<file path="config.mk">
export PLATFORM = sky130hd
export DESIGN_NAME = ptoer_regs
export DESIGN_NICKNAME = d
export VERILOG_FILES = /design/src/pkg/ptoer_pkg.sv /design/src/core/ptoer_regs.sv /design/src/core/ptoer_sat_counter.sv
export VERILOG_INCLUDE_DIRS = /design/src /design/src/pkg
export SDC_FILE = /design/constraint.sdc
export NUM_CORES = 1
export LEC_CHECK = 0
export BUFFER_PORTS_ARGS = -buffer_cell sky130_fd_sc_hd__buf_2
export CORE_ASPECT_RATIO = 0.5
export CORE_UTILIZATION = 35
export CTS_CLUSTER_SIZE = 24
export DETAILED_ROUTE_END_ITERATION = 12
export MAX_ROUTING_LAYER = met4
export SLEW_MARGIN = 10
export SYNTH_ARGS = -nofsm -noshare
export SYNTH_HDL_FRONTEND = slang
export SYNTH_SLANG_ARGS = --single-unit
</file>
<file path="constraint.sdc">
create_clock -name clk -period 2.1 [get_ports clk]
set_input_delay 0.42 -clock clk [delete_from_list [all_inputs] [get_ports clk]]
set_output_delay 0.42 -clock clk [all_outputs]
set_load 0.01 [all_outputs]
</file>
<file path="src/pkg/ptoer_map.svh">
`ifndef PTOER_MAP_SVH
`define PTOER_MAP_SVH

// Register byte offsets
`define PTOER_OFF_PARITY_CNT   12'h04e0
`define PTOER_OFF_TO_ENABLE    12'h04e4
`define PTOER_OFF_TO_REPORT    12'h04e8
`define PTOER_OFF_DROP_CNT     12'h04ec
`define PTOER_OFF_WAKE_CTRL    12'h05cc
`define PTOER_OFF_WAKE_STATUS  12'h05d0

// Field positions
`define PTOER_TO_EN_BIT        0
`define PTOER_POSTED_REP_LSB   0
`define PTOER_NONPOST_REP_LSB  2
`define PTOER_CPL_REP_LSB      4
`define PTOER_POSTED_CNT_LSB   0
`define PTOER_NONPOST_CNT_LSB  8
`define PTOER_CPL_CNT_LSB      16
`define PTOER_WAKE_EN_BIT      0
`define PTOER_BEACON_EN_BIT    1
`define PTOER_WAKE_PIN_BIT     0

// Reset values
`define PTOER_RST_TO_EN        1'h1
`define PTOER_RST_POSTED_REP   2'h2
`define PTOER_RST_NONPOST_REP  2'h0
`define PTOER_RST_CPL_REP      2'h0
`define PTOER_RST_WAKE_EN      1'h1
`define PTOER_RST_BEACON_EN    1'h1
`define PTOER_RST_DATA         32'h0000_0000

`endif

</file>
<file path="src/pkg/ptoer_pkg.sv">
package ptoer_pkg;

  // Error message severity carried in each reporting field
  typedef enum logic [1:0] {
    PTOER_SEV_NONE     = 2'b00,
    PTOER_SEV_COR      = 2'b01,
    PTOER_SEV_NONFATAL = 2'b10,
    PTOER_SEV_FATAL    = 2'b11
  } ptoer_sev_type;

  // Bus slave phase
  typedef enum logic [1:0] {
    PTOER_BUS_IDLE  = 2'b00,
    PTOER_BUS_READY = 2'b01
  } ptoer_bus_state_type;

  // Queue index: posted, non-posted, completion
  typedef enum logic [1:0] {
    PTOER_Q_POSTED  = 2'b00,
    PTOER_Q_NONPOST = 2'b01,
    PTOER_Q_CPL     = 2'b10
  } ptoer_queue_type;

endpackage : ptoer_pkg

</file>
<file path="src/core/ptoer_regs.sv">
`include "ptoer_map.svh"

// Notes on behaviour
// Parity error count is 8 bits, saturates at 0xFF, read clears it.
// Time-out enable bit 0 resets to 1 and is sticky.
// With time-outs enabled, packets overdue in the input queue are dropped.
// Bits 1:0 pick posted time-out reporting, reset value 2 (nonfatal).
// Bits 3:2 pick non-posted time-out reporting, reset value 0 (none).
// Bits 5:4 pick completion time-out reporting, reset value 0 (none).
// Field 0 none, 1 correctable, 2 nonfatal, 3 fatal message to root.
// Report only on a 0-to-1 change of the matching status bit.
// Posted drops counted in bits 7:0, saturating, read clears.
// Non-posted drops counted in bits 15:8, saturating, read clears.
// Completion drops counted in bits 23:16, saturating, read clears.
// Wakeup bit 0 gates the wake output, reset value 1.
// Wakeup bit 1 gates in-band beacon signalling, reset value 1.
// Sticky fields survive hot reset; reserved bits read zero, ignore writes.
module ptoer_regs #(
  parameter int ADDR_WIDTH = 12,
  parameter int CNT_WIDTH  = 8,
  parameter int NUM_QUEUES = 3
) (
  // Clock, enable and resets
  input  wire logic                     clk,
  input  wire logic                     rst_n,
  input  wire logic                     clk_en,
  input  wire logic                     fund_reset,
  input  wire logic                     hot_reset,
  // APB slave
  input  wire logic                     psel,
  input  wire logic                     penable,
  input  wire logic                     pwrite,
  input  wire logic [ADDR_WIDTH-1:0]    paddr,
  input  wire logic [31:0]              pwdata,
  output logic      [31:0]              prdata,
  output logic                          pready,
  output logic                          pslverr,
  // Switch core events
  input  wire logic                     parity_err,
  input  wire logic [NUM_QUEUES-1:0]    queue_head_expired,
  input  wire logic [NUM_QUEUES-1:0]    timeout_status,
  // Input queue drop commands
  output logic      [NUM_QUEUES-1:0]    queue_drop,
  output logic                          timeout_enable,
  // Error message requests toward the root
  output logic                          err_cor_req,
  output logic                          err_nonfatal_req,
  output logic                          err_fatal_req,
  // Wake pin, open drain
  input  wire logic                     wake_req,
  input  wire logic                     wake_in,
  output logic                          wake_out,
  output logic                          wake_oe_n,
  // Beacon
  input  wire logic                     beacon_req,
  output logic                          beacon_send,
  output logic                          beacon_enable
);
  import ptoer_pkg::*;

  localparam int RW = 2 * NUM_QUEUES;

  // Bus state
  ptoer_bus_state_type   bus_state_q;
  ptoer_bus_state_type   bus_state_d;
  logic [31:0]           prdata_q;
  logic [31:0]           prdata_d;
  logic                  pslverr_q;
  logic                  pslverr_d;
  logic                  pready_q;
  logic                  pready_d;
  logic                  rd_take;
  logic                  wr_take;
  logic                  hit;
  logic [31:0]           rd_value;

  // Configuration state
  logic                  to_en_q;
  logic                  to_en_d;
  logic [RW-1:0]         report_q;
  logic [RW-1:0]         report_d;
  logic                  wake_en_q;
  logic                  wake_en_d;
  logic                  beacon_en_q;
  logic                  beacon_en_d;

  // Event state
  logic [NUM_QUEUES-1:0] drop_q;
  logic [NUM_QUEUES-1:0] drop_d;
  logic [NUM_QUEUES-1:0] status_prev_q;
  logic [NUM_QUEUES-1:0] status_prev_d;
  logic                  cor_q;
  logic                  cor_d;
  logic                  nonfatal_q;
  logic                  nonfatal_d;
  logic                  fatal_q;
  logic                  fatal_d;
  logic [NUM_QUEUES-1:0] rise;

  // Wake and beacon state
  logic [2:0]            wake_sync_q;
  logic [2:0]            wake_sync_d;
  logic                  wake_pin_q;
  logic                  wake_pin_d;
  logic                  wake_oe_n_q;
  logic                  wake_oe_n_d;
  logic                  wake_out_q;
  logic                  beacon_q;
  logic                  beacon_d;

  // Counters
  logic [CNT_WIDTH-1:0]  parity_cnt;
  logic [CNT_WIDTH-1:0]  drop_cnt [NUM_QUEUES];
  logic                  clr_parity;
  logic                  clr_drop;

  // Bus decode; one wait state, reads sampled and cleared as pready rises
  assign rd_take  = psel && penable && !pwrite
                    && (bus_state_q == PTOER_BUS_IDLE);
  assign wr_take  = psel && penable && pwrite
                    && (bus_state_q == PTOER_BUS_READY);

  always_comb begin
    hit      = 1'b1;
    rd_value = `PTOER_RST_DATA;
    case (paddr)
      `PTOER_OFF_PARITY_CNT: begin
        rd_value[CNT_WIDTH-1:0] = parity_cnt;
      end
      `PTOER_OFF_TO_ENABLE: begin
        rd_value[`PTOER_TO_EN_BIT] = to_en_q;
      end
      `PTOER_OFF_TO_REPORT: begin
        rd_value[RW-1:0] = report_q;
      end
      `PTOER_OFF_DROP_CNT: begin
        rd_value[`PTOER_POSTED_CNT_LSB +: CNT_WIDTH] =
          drop_cnt[PTOER_Q_POSTED];
        rd_value[`PTOER_NONPOST_CNT_LSB +: CNT_WIDTH] =
          drop_cnt[PTOER_Q_NONPOST];
        rd_value[`PTOER_CPL_CNT_LSB +: CNT_WIDTH] =
          drop_cnt[PTOER_Q_CPL];
      end
      `PTOER_OFF_WAKE_CTRL: begin
        rd_value[`PTOER_WAKE_EN_BIT]   = wake_en_q;
        rd_value[`PTOER_BEACON_EN_BIT] = beacon_en_q;
      end
      `PTOER_OFF_WAKE_STATUS: begin
        rd_value[`PTOER_WAKE_PIN_BIT] = wake_pin_q;
      end
      default: begin
        hit = 1'b0;
      end
    endcase
  end

  assign clr_parity = rd_take && (paddr == `PTOER_OFF_PARITY_CNT);
  assign clr_drop   = rd_take && (paddr == `PTOER_OFF_DROP_CNT);

  always_comb begin
    bus_state_d = bus_state_q;
    prdata_d    = prdata_q;
    pslverr_d   = pslverr_q;
    case (bus_state_q)
      PTOER_BUS_IDLE: begin
        if (psel && penable) begin
          bus_state_d = PTOER_BUS_READY;
          pslverr_d   = !hit;
          prdata_d    = pwrite ? `PTOER_RST_DATA : rd_value;
        end
      end
      PTOER_BUS_READY: begin
        bus_state_d = PTOER_BUS_IDLE;
        pslverr_d   = 1'b0;
        prdata_d    = `PTOER_RST_DATA;
      end
      default: begin
        bus_state_d = PTOER_BUS_IDLE;
      end
    endcase
    pready_d = (bus_state_d == PTOER_BUS_READY);
  end

  always_ff @(posedge clk or negedge rst_n) begin
    if (!rst_n) begin
      bus_state_q <= PTOER_BUS_IDLE;
      prdata_q    <= `PTOER_RST_DATA;
      pslverr_q   <= 1'b0;
      pready_q    <= 1'b0;
    end else if (clk_en) begin
      bus_state_q <= bus_state_d;
      prdata_q    <= prdata_d;
      pslverr_q   <= pslverr_d;
      pready_q    <= pready_d;
    end
  end

  // Configuration: sticky fields reset only on power-on; fundamental reset also restores time-out enable and reporting
  always_comb begin
    to_en_d     = to_en_q;
    report_d    = report_q;
    wake_en_d   = wake_en_q;
    beacon_en_d = beacon_en_q;
    if (fund_reset) begin
      to_en_d  = `PTOER_RST_TO_EN;
      report_d[`PTOER_POSTED_REP_LSB +: 2]  = `PTOER_RST_POSTED_REP;
      report_d[`PTOER_NONPOST_REP_LSB +: 2] = `PTOER_RST_NONPOST_REP;
      report_d[`PTOER_CPL_REP_LSB +: 2]     = `PTOER_RST_CPL_REP;
    end else if (wr_take) begin
      case (paddr)
        `PTOER_OFF_TO_ENABLE: begin
          to_en_d = pwdata[`PTOER_TO_EN_BIT];
        end
        `PTOER_OFF_TO_REPORT: begin
          report_d = pwdata[RW-1:0];
        end
        `PTOER_OFF_WAKE_CTRL: begin
          wake_en_d   = pwdata[`PTOER_WAKE_EN_BIT];
          beacon_en_d = pwdata[`PTOER_BEACON_EN_BIT];
        end
        default: begin
          to_en_d = to_en_q;
        end
      endcase
    end
  end

  always_ff @(posedge clk or negedge rst_n) begin
    if (!rst_n) begin
      to_en_q     <= `PTOER_RST_TO_EN;
      report_q    <= {`PTOER_RST_CPL_REP, `PTOER_RST_NONPOST_REP,
                      `PTOER_RST_POSTED_REP};
      wake_en_q   <= `PTOER_RST_WAKE_EN;
      beacon_en_q <= `PTOER_RST_BEACON_EN;
    end else if (clk_en) begin
      to_en_q     <= to_en_d;
      report_q    <= report_d;
      wake_en_q   <= wake_en_d;
      beacon_en_q <= beacon_en_d;
    end
  end

  // Drops and time-out reports
  assign rise = timeout_status & ~status_prev_q;

  always_comb begin
    drop_d        = '0;
    status_prev_d = timeout_status;
    cor_d         = 1'b0;
    nonfatal_d    = 1'b0;
    fatal_d       = 1'b0;
    if (to_en_q) begin
      drop_d = queue_head_expired & ~drop_q;
    end
    for (int i = 0; i < NUM_QUEUES; i++) begin
      if (rise[i]) begin
        case (ptoer_sev_type'(report_q[2*i +: 2]))
          PTOER_SEV_COR: begin
            cor_d = 1'b1;
          end
          PTOER_SEV_NONFATAL: begin
            nonfatal_d = 1'b1;
          end
          PTOER_SEV_FATAL: begin
            fatal_d = 1'b1;
          end
          default: begin
            cor_d = cor_d;
          end
        endcase
      end
    end
    if (hot_reset || fund_reset) begin
      drop_d     = '0;
      cor_d      = 1'b0;
      nonfatal_d = 1'b0;
      fatal_d    = 1'b0;
    end
  end

  always_ff @(posedge clk or negedge rst_n) begin
    if (!rst_n) begin
      drop_q        <= '0;
      status_prev_q <= '0;
      cor_q         <= 1'b0;
      nonfatal_q    <= 1'b0;
      fatal_q       <= 1'b0;
    end else if (clk_en) begin
      drop_q        <= drop_d;
      status_prev_q <= status_prev_d;
      cor_q         <= cor_d;
      nonfatal_q    <= nonfatal_d;
      fatal_q       <= fatal_d;
    end
  end

  // Counters
  ptoer_sat_counter #(
    .WIDTH (CNT_WIDTH)
  ) u_parity_cnt (
    .clk    (clk),
    .rst_n  (rst_n),
    .clk_en (clk_en),
    .init   (fund_reset),
    .inc    (parity_err),
    .clr    (clr_parity),
    .count  (parity_cnt)
  );

  for (genvar g = 0; g < NUM_QUEUES; g++) begin : g_drop_cnt
    ptoer_sat_counter #(
      .WIDTH (CNT_WIDTH)
    ) u_drop_cnt (
      .clk    (clk),
      .rst_n  (rst_n),
      .clk_en (clk_en),
      .init   (fund_reset),
      .inc    (drop_q[g]),
      .clr    (clr_drop),
      .count  (drop_cnt[g])
    );
  end

  // Wake pin and beacon; pin level counts once sync stages two and three agree
  always_comb begin
    wake_sync_d = {wake_sync_q[1:0], wake_in};
    wake_pin_d  = wake_pin_q;
    if (wake_sync_q[1] == wake_sync_q[2]) begin
      wake_pin_d = wake_sync_q[2];
    end
    wake_oe_n_d = !(wake_req && wake_en_q);
    beacon_d    = beacon_req && beacon_en_q;
  end

  always_ff @(posedge clk or negedge rst_n) begin
    if (!rst_n) begin
      wake_sync_q <= 3'h7;
      wake_pin_q  <= 1'b1;
      wake_oe_n_q <= 1'b1;
      wake_out_q  <= 1'b0;
      beacon_q    <= 1'b0;
    end else if (clk_en) begin
      wake_sync_q <= wake_sync_d;
      wake_pin_q  <= wake_pin_d;
      wake_oe_n_q <= wake_oe_n_d;
      wake_out_q  <= 1'b0;
      beacon_q    <= beacon_d;
    end
  end

  // Outputs
  assign prdata           = prdata_q;
  assign pready           = pready_q;
  assign pslverr          = pslverr_q;
  assign queue_drop       = drop_q;
  assign timeout_enable   = to_en_q;
  assign err_cor_req      = cor_q;
  assign err_nonfatal_req = nonfatal_q;
  assign err_fatal_req    = fatal_q;
  assign wake_out         = wake_out_q;
  assign wake_oe_n        = wake_oe_n_q;
  assign beacon_send      = beacon_q;
  assign beacon_enable    = beacon_en_q;

endmodule : ptoer_regs

</file>
<file path="src/core/ptoer_sat_counter.sv">
// Saturating event counter with clear; an event in the clear cycle survives
module ptoer_sat_counter #(
  parameter int WIDTH = 8
) (
  // Clock and reset
  input  wire logic             clk,
  input  wire logic             rst_n,
  input  wire logic             clk_en,
  // Control
  input  wire logic             init,
  input  wire logic             inc,
  input  wire logic             clr,
  // Value
  output logic [WIDTH-1:0]      count
);

  logic [WIDTH-1:0] count_q;
  logic [WIDTH-1:0] count_d;

  always_comb begin
    count_d = count_q;
    if (init) begin
      count_d = '0;
    end else if (clr) begin
      count_d = inc ? WIDTH'(1) : '0;
    end else if (inc && (count_q != {WIDTH{1'b1}})) begin
      count_d = count_q + WIDTH'(1);
    end
  end

  always_ff @(posedge clk or negedge rst_n) begin
    if (!rst_n) begin
      count_q <= '0;
    end else if (clk_en) begin
      count_q <= count_d;
    end
  end

  assign count = count_q;

endmodule : ptoer_sat_counter

</file>
==> results.md, run 1 <==
- Outcome: complete, no violations
- Largest net degree at the start of global routing: 37
- Reg2reg path depth: 7
- RSZ-0062 raised after global routing: false
- # rows: 28
- Seq cells post-synth: 84
- Final HPWL DP: 7530 um
- IR drop worst, VDD: 419 uV
- WL final: 10300 um
- Reg clk slew, reported paths: 0.07 ns
- Power Density: 708 nW/um2
- Synth async-reset ratio: 1.00
- Die height: 79.9 um
- Final hold viol count: 0
- Post_cts resized: 0
- DRC violations left: 0
- Count of cell types in the netlist: 61
- Final Core Density: 0.443
- Total gr overflow: 0
- Synthesized area per cell: 10.3 um2
- Leakage Power: 2.49 nW
- ANT cells: 0
- Initial antenna violation count: 0
- Area Overhead vs Synth: 23.1%
- Synth cell count leaders: dfrtp_1 (75), nor2_1 (41), nand2_1 (34)
- GPL Wtd Cong: 0.814
- Ports: 107
- IO Port Bufs: 71
- Clock Latency Late Sink: 0.35 ns
- Tcrit/Tclk final: 0.864
- Mapped Area: 4250 um2
- Max Freq: 551 MHz
- CTS tree: done
- Top-area cell type share of the netlist area: 0.442
- Share of cells above drive strength 1: 0.273
- Final setup violation count: 0
- Worst setup path class: flop to flop
- Startpoint Class: flop
- Vias per cell: 5.07
- Hold WS: 0.225 ns
- Hold depth: 2
- Most common cell in the netlist: dfrtp_1
- Power Total: 3.70 mW
- Post-Syn Instances: 411
- Post-synth EDFFs: 0
- Sequential area share after synthesis: 0.498
- Yosys warns: 0
- Total track usage: 0.183
- Vias in the first global route: 3262
- CTS max path bufs: 2
- Dominant cells by area after synthesis: dfrtp_1 (44%), dfstp_2 (5.6%), a22o_1 (4.3%)
- WP data arrival: 2.05 ns
- Clock root buffer: clkbuf_16
- Die Area: 12600 um2
- Most used DFF post-synth: dfrtp_1
- Crit end category: flop
- Clk_skew: 0.00803 ns
- Mean routed wirelength per cell: 15.4 um
- Via Count: 3402
- CTS Buf Count: 9
- Hold Path Class: primary input to flop
- Clk sink count: 84
- DR iter-0 viols: 193
- Critical path fanouts, max: 7
- Max-Cap Viols: 0
- Die W: 158 um
- Required @ worst endpoint: 2.34 ns
- Initial Util: 0.360
- Final antenna-violating net count: 0
- Final Critical Period: 1.81 ns
- Fillers: 1147
- Area leader, netlist: dfrtp_1
- First-pass GRT wire length: 17000 um
- Core Region: 11800 um2
- Fin. max-slew vios: 0
- H-tree depth: 3
- Fin Setup TNS: 0 ns
- DRT Pass-1 Iters: 4
- Nets: 567
[repair_timing]
item / in CTS / in global routing
buffers inserted: 0 / 0
endpoints found under the hold margin: 17 / 0
hold buffers: 1 / 0
[cells by family after synthesis]
| kind of cell | share of synthesized area |
|---|---|
| and+or+nand+nor | 0.202 |
| AOI/OAI and AO/OA | 0.161 |
| DFF | 0.498 |
| buffers and inverters | 0.0463 |
| xor gates and xnor gates | 0.0412 |
| muxes | 0.0398 |
| adders and majority gates | 0.0118 |
| other | 0.000883 |
[worst max-delay path, cell delays in order, from the launching register on]
cell and delay, ns:
dfrtp_1 0.46, ha_1 0.25, and3_1 0.24, a21boi_1 0.26
buf_4 0.18, nand3_1 0.10, xor2_1 0.16, nor2_1 0.06
[flip-flops by register name, indices dropped and copies added, names as in the netlist, 2 cells and up]
name                         flops
bus_state_q                      2
g_drop_cnt.u_drop_cnt.count     24
prdata                          24
queue_drop                       3
report_q                         6
status_prev_q                    3
u_parity_cnt.count               8
wake_sync_q                      3
[cell usage in the layout, fill, tap and decap left out, drive strengths merged, types with 7 or more instances in the layout]
cell / Yosys / routed
a22o: 21 / 21
a22oi: 9 / 9
and3: 9 / 9
buf: 20 / 97
clkbuf: 7 / 9
conb: 1 / 9
dfrtp: 75 / 75
dfstp: 9 / 9
inv: 11 / 13
mux2: 7 / 7
mux2i: 9 / 9
nand2: 34 / 34
nand3: 14 / 14
nand4: 13 / 13
nor2: 42 / 42
nor3: 8 / 8
o21ai: 22 / 22
xor2: 14 / 14
[power breakdown]
| part | leakage (nW) | switching [mW] | total [mW] | internal, mW |
|---|---|---|---|---|
| Combinational | 1.21 | 0.195 | 0.332 | 0.136 |
| Clock | 0.146 | 0.680 | 1.61 | 0.927 |
| Sequential | 1.13 | 0.0728 | 1.76 | 1.69 |
| Total | 2.49 | 0.948 | 3.70 | 2.75 |
[final timing paths]
kind | from | end | slack (ns)
worst min-delay path | wake_req | wake_oe_n | 0.22
worst min register to register | err_fatal_req | err_fatal_req | 0.48
worst max-delay path | g_drop_cnt[0].u_drop_cnt.count[0] | g_drop_cnt[0].u_drop_cnt.count[2] | 0.29
min in group asynchronous | rst_n | g_drop_cnt[2].u_drop_cnt.count[1] | 0.54
max in group asynchronous | rst_n | wake_sync_q[2] | 0.86
worst max register to register | g_drop_cnt[0].u_drop_cnt.count[0] | g_drop_cnt[0].u_drop_cnt.count[2] | 0.29
[metrics by stage]
step / cells / cell area [um2] / worst slack [ns]
2_1_floorplan: 419 / 4280 / 0.363
3_3_place_gp: 654 / 4920 / 0.174
3_5_place_dp: 654 / 4920 / 0.149
4_1_cts: 671 / 5230 / 0.287
5_1_grt: 671 / 5230 / 0.116
6_report: 671 / 5230 / 0.286
[metal layers]
layer  wire, um  up-vias  track usage
met5          0        -            -
met4        149        0       0.0621
met3        341       12       0.0375
met2       4570       74        0.274
met1       5290     1626        0.245
li1           -     1690            -
[final cells by class]
cell class                      count  area [um2]  area share
Clock buffer                        9         225      0.0431
Clock inverter                      7        73.8      0.0141
Inverter                           11        41.3     0.00790
Multi-Input combinational cell    297        1970       0.376
Sequential cell                    84        2110       0.404
Tap cell                          165         206      0.0395
Timing Repair Buffer               98         601       0.115
Note: power is estimated with default switching activity, not from simulation.
==> inputs of run 2 (changes only) <==
CORE_MARGIN = 2   (was default)
SYNTH_HIERARCHICAL = 1   (was default)
==> run 2 against run 1 <==
Net effect: worst hold slack got worse by 0.21 ns; die area is 15% higher; area after synthesis is 12% higher; combinational power increased by 21%; power grew 1.5%; synthesized cell count up 12%; fmax is 6.8% lower; sequential power about the same; register-to-register slack lost 0.13 ns; highest routed layer unchanged.
==> results.md, run 2 <==
- Post-synth EDFFs: 0 (unchanged)
- # rows: 29 (+3.6%)
- Placed instance count: 707 (+8.1%)
- Count of cell types in the netlist: 67 (+9.8%)
- H-tree depth: 3 (unchanged)
- Outcome: complete, no violations
- Critical path fanouts, max: 8 (+1)
- Reg clk slew, reported paths: 0.06 ns (about the same)
- Vias in the first global route: 3768 (+16%)
- CTS max path bufs: 2 (unchanged)
- Area leader, netlist: dfrtp_1
- Dominant cells by area after synthesis: dfrtp_1 (40%), dfstp_2 (5.0%), nand2_1 (3.7%)
- Count of non-filler cells in the finished layout: 723 (+7.7%)
- Nets: 614 (+8.3%)
- Commonest non-fill, non-tap cells in the layout: dfrtp_1 (75), buf_2 (70), nand2_1 (47)
- Final Critical Period: 1.95 ns (+0.133 ns)
- Ports: 107 (unchanged)
- CTS Buf Count: 9 (unchanged)
- Post-Syn Instances: 459 (+12%)
- Total gr overflow: 0 (unchanged)
- Power Total: 3.76 mW (+1.5%)
- Clk sink count: 84 (unchanged)
- Max-Cap Viols: 0 (unchanged)
- Die W: 169 um (+6.9%)
- Final hold viol count: 0 (unchanged)
- Clk_skew: 0.00835 ns (+0.000324 ns)
- Final antenna-violating net count: 0 (unchanged)
- DRC violations left: 0 (unchanged)
- Via Count: 4003 (+18%)
- Hold Path Class: primary input to asynchronous set/reset pin
- Power Density: 657 nW/um2 (-7.3%)
- Commonest non-fill, non-tap cell in the layout: dfrtp_1
- Area Overhead vs Synth: 20.7%
- Share of cells above drive strength 1: 0.324 (+0.0510)
- Adder-Cell Fraction of Synth Area: 0.0106 (-0.00123)
- Cell Area, Placed: 5440 um2 (+11%)
- Top-area cell type share of the netlist area: 0.396 (-0.0462)
- Max Freq: 514 MHz (-6.8%)
- Startpoint Class: flop
- Total track usage: 0.174 (-0.00838)
- Initial Util: 0.366 (+0.00639)
- Synth cell count leaders: dfrtp_1 (75), nand2_1 (47), o21ai_0 (27)
- Die height: 86.3 um (+8.0%)
- Mean routed wirelength per cell: 16.3 um (+5.8%)
- Final instance area: 5730 um2 (+9.5%)
- ANT cells: 0 (unchanged)
- Seq cells post-synth: 84 (unchanged)
- Clock Latency Late Sink: 0.34 ns (about the same)
- CTS tree: done
- Synth async-reset ratio: 1.00 (unchanged)
- Final HPWL DP: 8400 um (+12%)
- Required @ worst endpoint: 2.32 ns (-0.02 ns)
- Vias per cell: 5.54 (+9.2%)
- CTS hold repair buffers: 0 (-1)
- Initial antenna violation count: 0 (unchanged)
- GPL Wtd Cong: 0.855 (+4.9%)
- Fin Setup TNS: 0 ns (unchanged)
- Area share of and/or/nand/nor cells after synthesis: 0.224 (+0.0219)
- DRT Pass-1 Iters: 4 (unchanged)
- Final setup violation count: 0 (unchanged)
- IO Port Bufs: 71 (unchanged)
- Die Area: 14600 um2 (+15%)
- Post-Synth XOR/XNOR Area: 0 (-0.0412)
- Clock root buffer: clkbuf_16
- First-pass GRT wire length: 19500 um (+15%)
- Complex-gate fraction of the synthesized area: 0.235 (+0.0745)
- Most common cell in the netlist: dfrtp_1
- WL final: 11800 um (+14%)
- Final Core Density: 0.442 (-0.000775)
- Mux cell area share after synthesis: 0.0406 (+0.000857)
- Yosys warns: 6 (+6)
- Post_cts resized: 0 (unchanged)
- Core Region: 13000 um2 (+9.7%)
- IR drop worst, VDD: 314 uV (-25%)
- Leakage Power: 2.62 nW (+5.4%)
- Synthesized area per cell: 10.3 um2 (about the same)
- Mapped Area: 4740 um2 (+12%)
- Largest family of logic cells by synthesized area: compound AO/OA/AOI/OAI gates
- RSZ-0062 raised after global routing: false
- WP data arrival: 2.17 ns (+0.12 ns)
- Tcrit/Tclk final: 0.927 (+0.0632)
- Most used DFF post-synth: dfrtp_1
- Worst setup path class: flop to flop
- Post-CTS setup buffers: 0 (unchanged)
- Largest net degree at the start of global routing: 67 (+81%)
- DR iter-0 viols: 293 (+52%)
- Crit end category: flop
- Sequential area share after synthesis: 0.446 (-0.0520)
- Fin. max-slew vios: 0 (unchanged)
-- run 2: changes by cell type in the layout (fill, tap and decap cells not counted), moves of 8 or more --
cell / delta
o21ai_1: -9
a31oi_1: +8
nand2_1: +13
o21ai_0: +15
nor2_1: -28
o211ai_1: +14
a22o_2: +12
nand4_1: -12
a21oi_1: +10
xor2_1: -14
a22o_1: -9
-- run 2: cell families (layout without fill, tap and decap cells) --
kind of cell	count (synthesis)	after routing
compound gates	146	146
fa+ha+maj	4	4
buf+inv	36	122
flops	84	84
mux	17	17
other cells	1	9
simple gates	171	171
-- run 2: per-layer routing --
layer,track usage,wire length (um),up-vias
met5,-,0,-
li1,-,-,1952
met3,0.0411,526,10
met1,0.231,5720,1952
met4,0.0462,147,0
met2,0.271,5410,89
-- run 2: worst paths after layout --
path	start	end	slack, ns	cells after the start
hold / removal	rst_n	u_parity_cnt/count[6]	0.02	1
setup reg to reg	bus_state_q[0]	g_drop_cnt[2].u_drop_cnt/count[4]	0.15	7
hold reg to reg	err_fatal_req	err_fatal_req	0.48	1
setup / recovery	bus_state_q[0]	g_drop_cnt[2].u_drop_cnt/count[4]	0.15	7
max in group asynchronous	rst_n	report_q[1]	1.43	2
min in group clk	wake_req	wake_oe_n	0.23	2
-- run 2: power by group --
group	internal (mW)	leakage [nW]	switching [mW]
sequential	1.70	1.13	0.0908
clock	0.952	0.139	0.612
combinational	0.172	1.36	0.228
-- run 2: critical path, stage by stage (launching register included) --
cell and delay [ns]:
dfrtp_1 0.43, and4bb_2 0.35, nand3b_1 0.21, nor2_4 0.30, nor2_4 0.11, nand2_1 0.10, nor4_1 0.05, a311o_1 0.27
-- run 2: per-stage QoR --
step / setup slack (ns) / hold WS [ns]
CTS: 0.184 / 0.0185
global route: 0.0639 / 0.0387
finish: 0.154 / 0.0178
floorplan: -0.114 / 0.124
detailed placement: -0.0696 / 0.386
global placement: -0.0654 / 0.386
-- run 2: final cells by class --
class                           count  area [um2]
Tap cell                          170         213
Multi-Input combinational cell    347        2490
Inverter                           11        41.3
Fill cell                        1259        7230
Sequential cell                    84        2110
Clock inverter                      2        33.8
Timing Repair Buffer               95         576
Clock buffer                       14         254
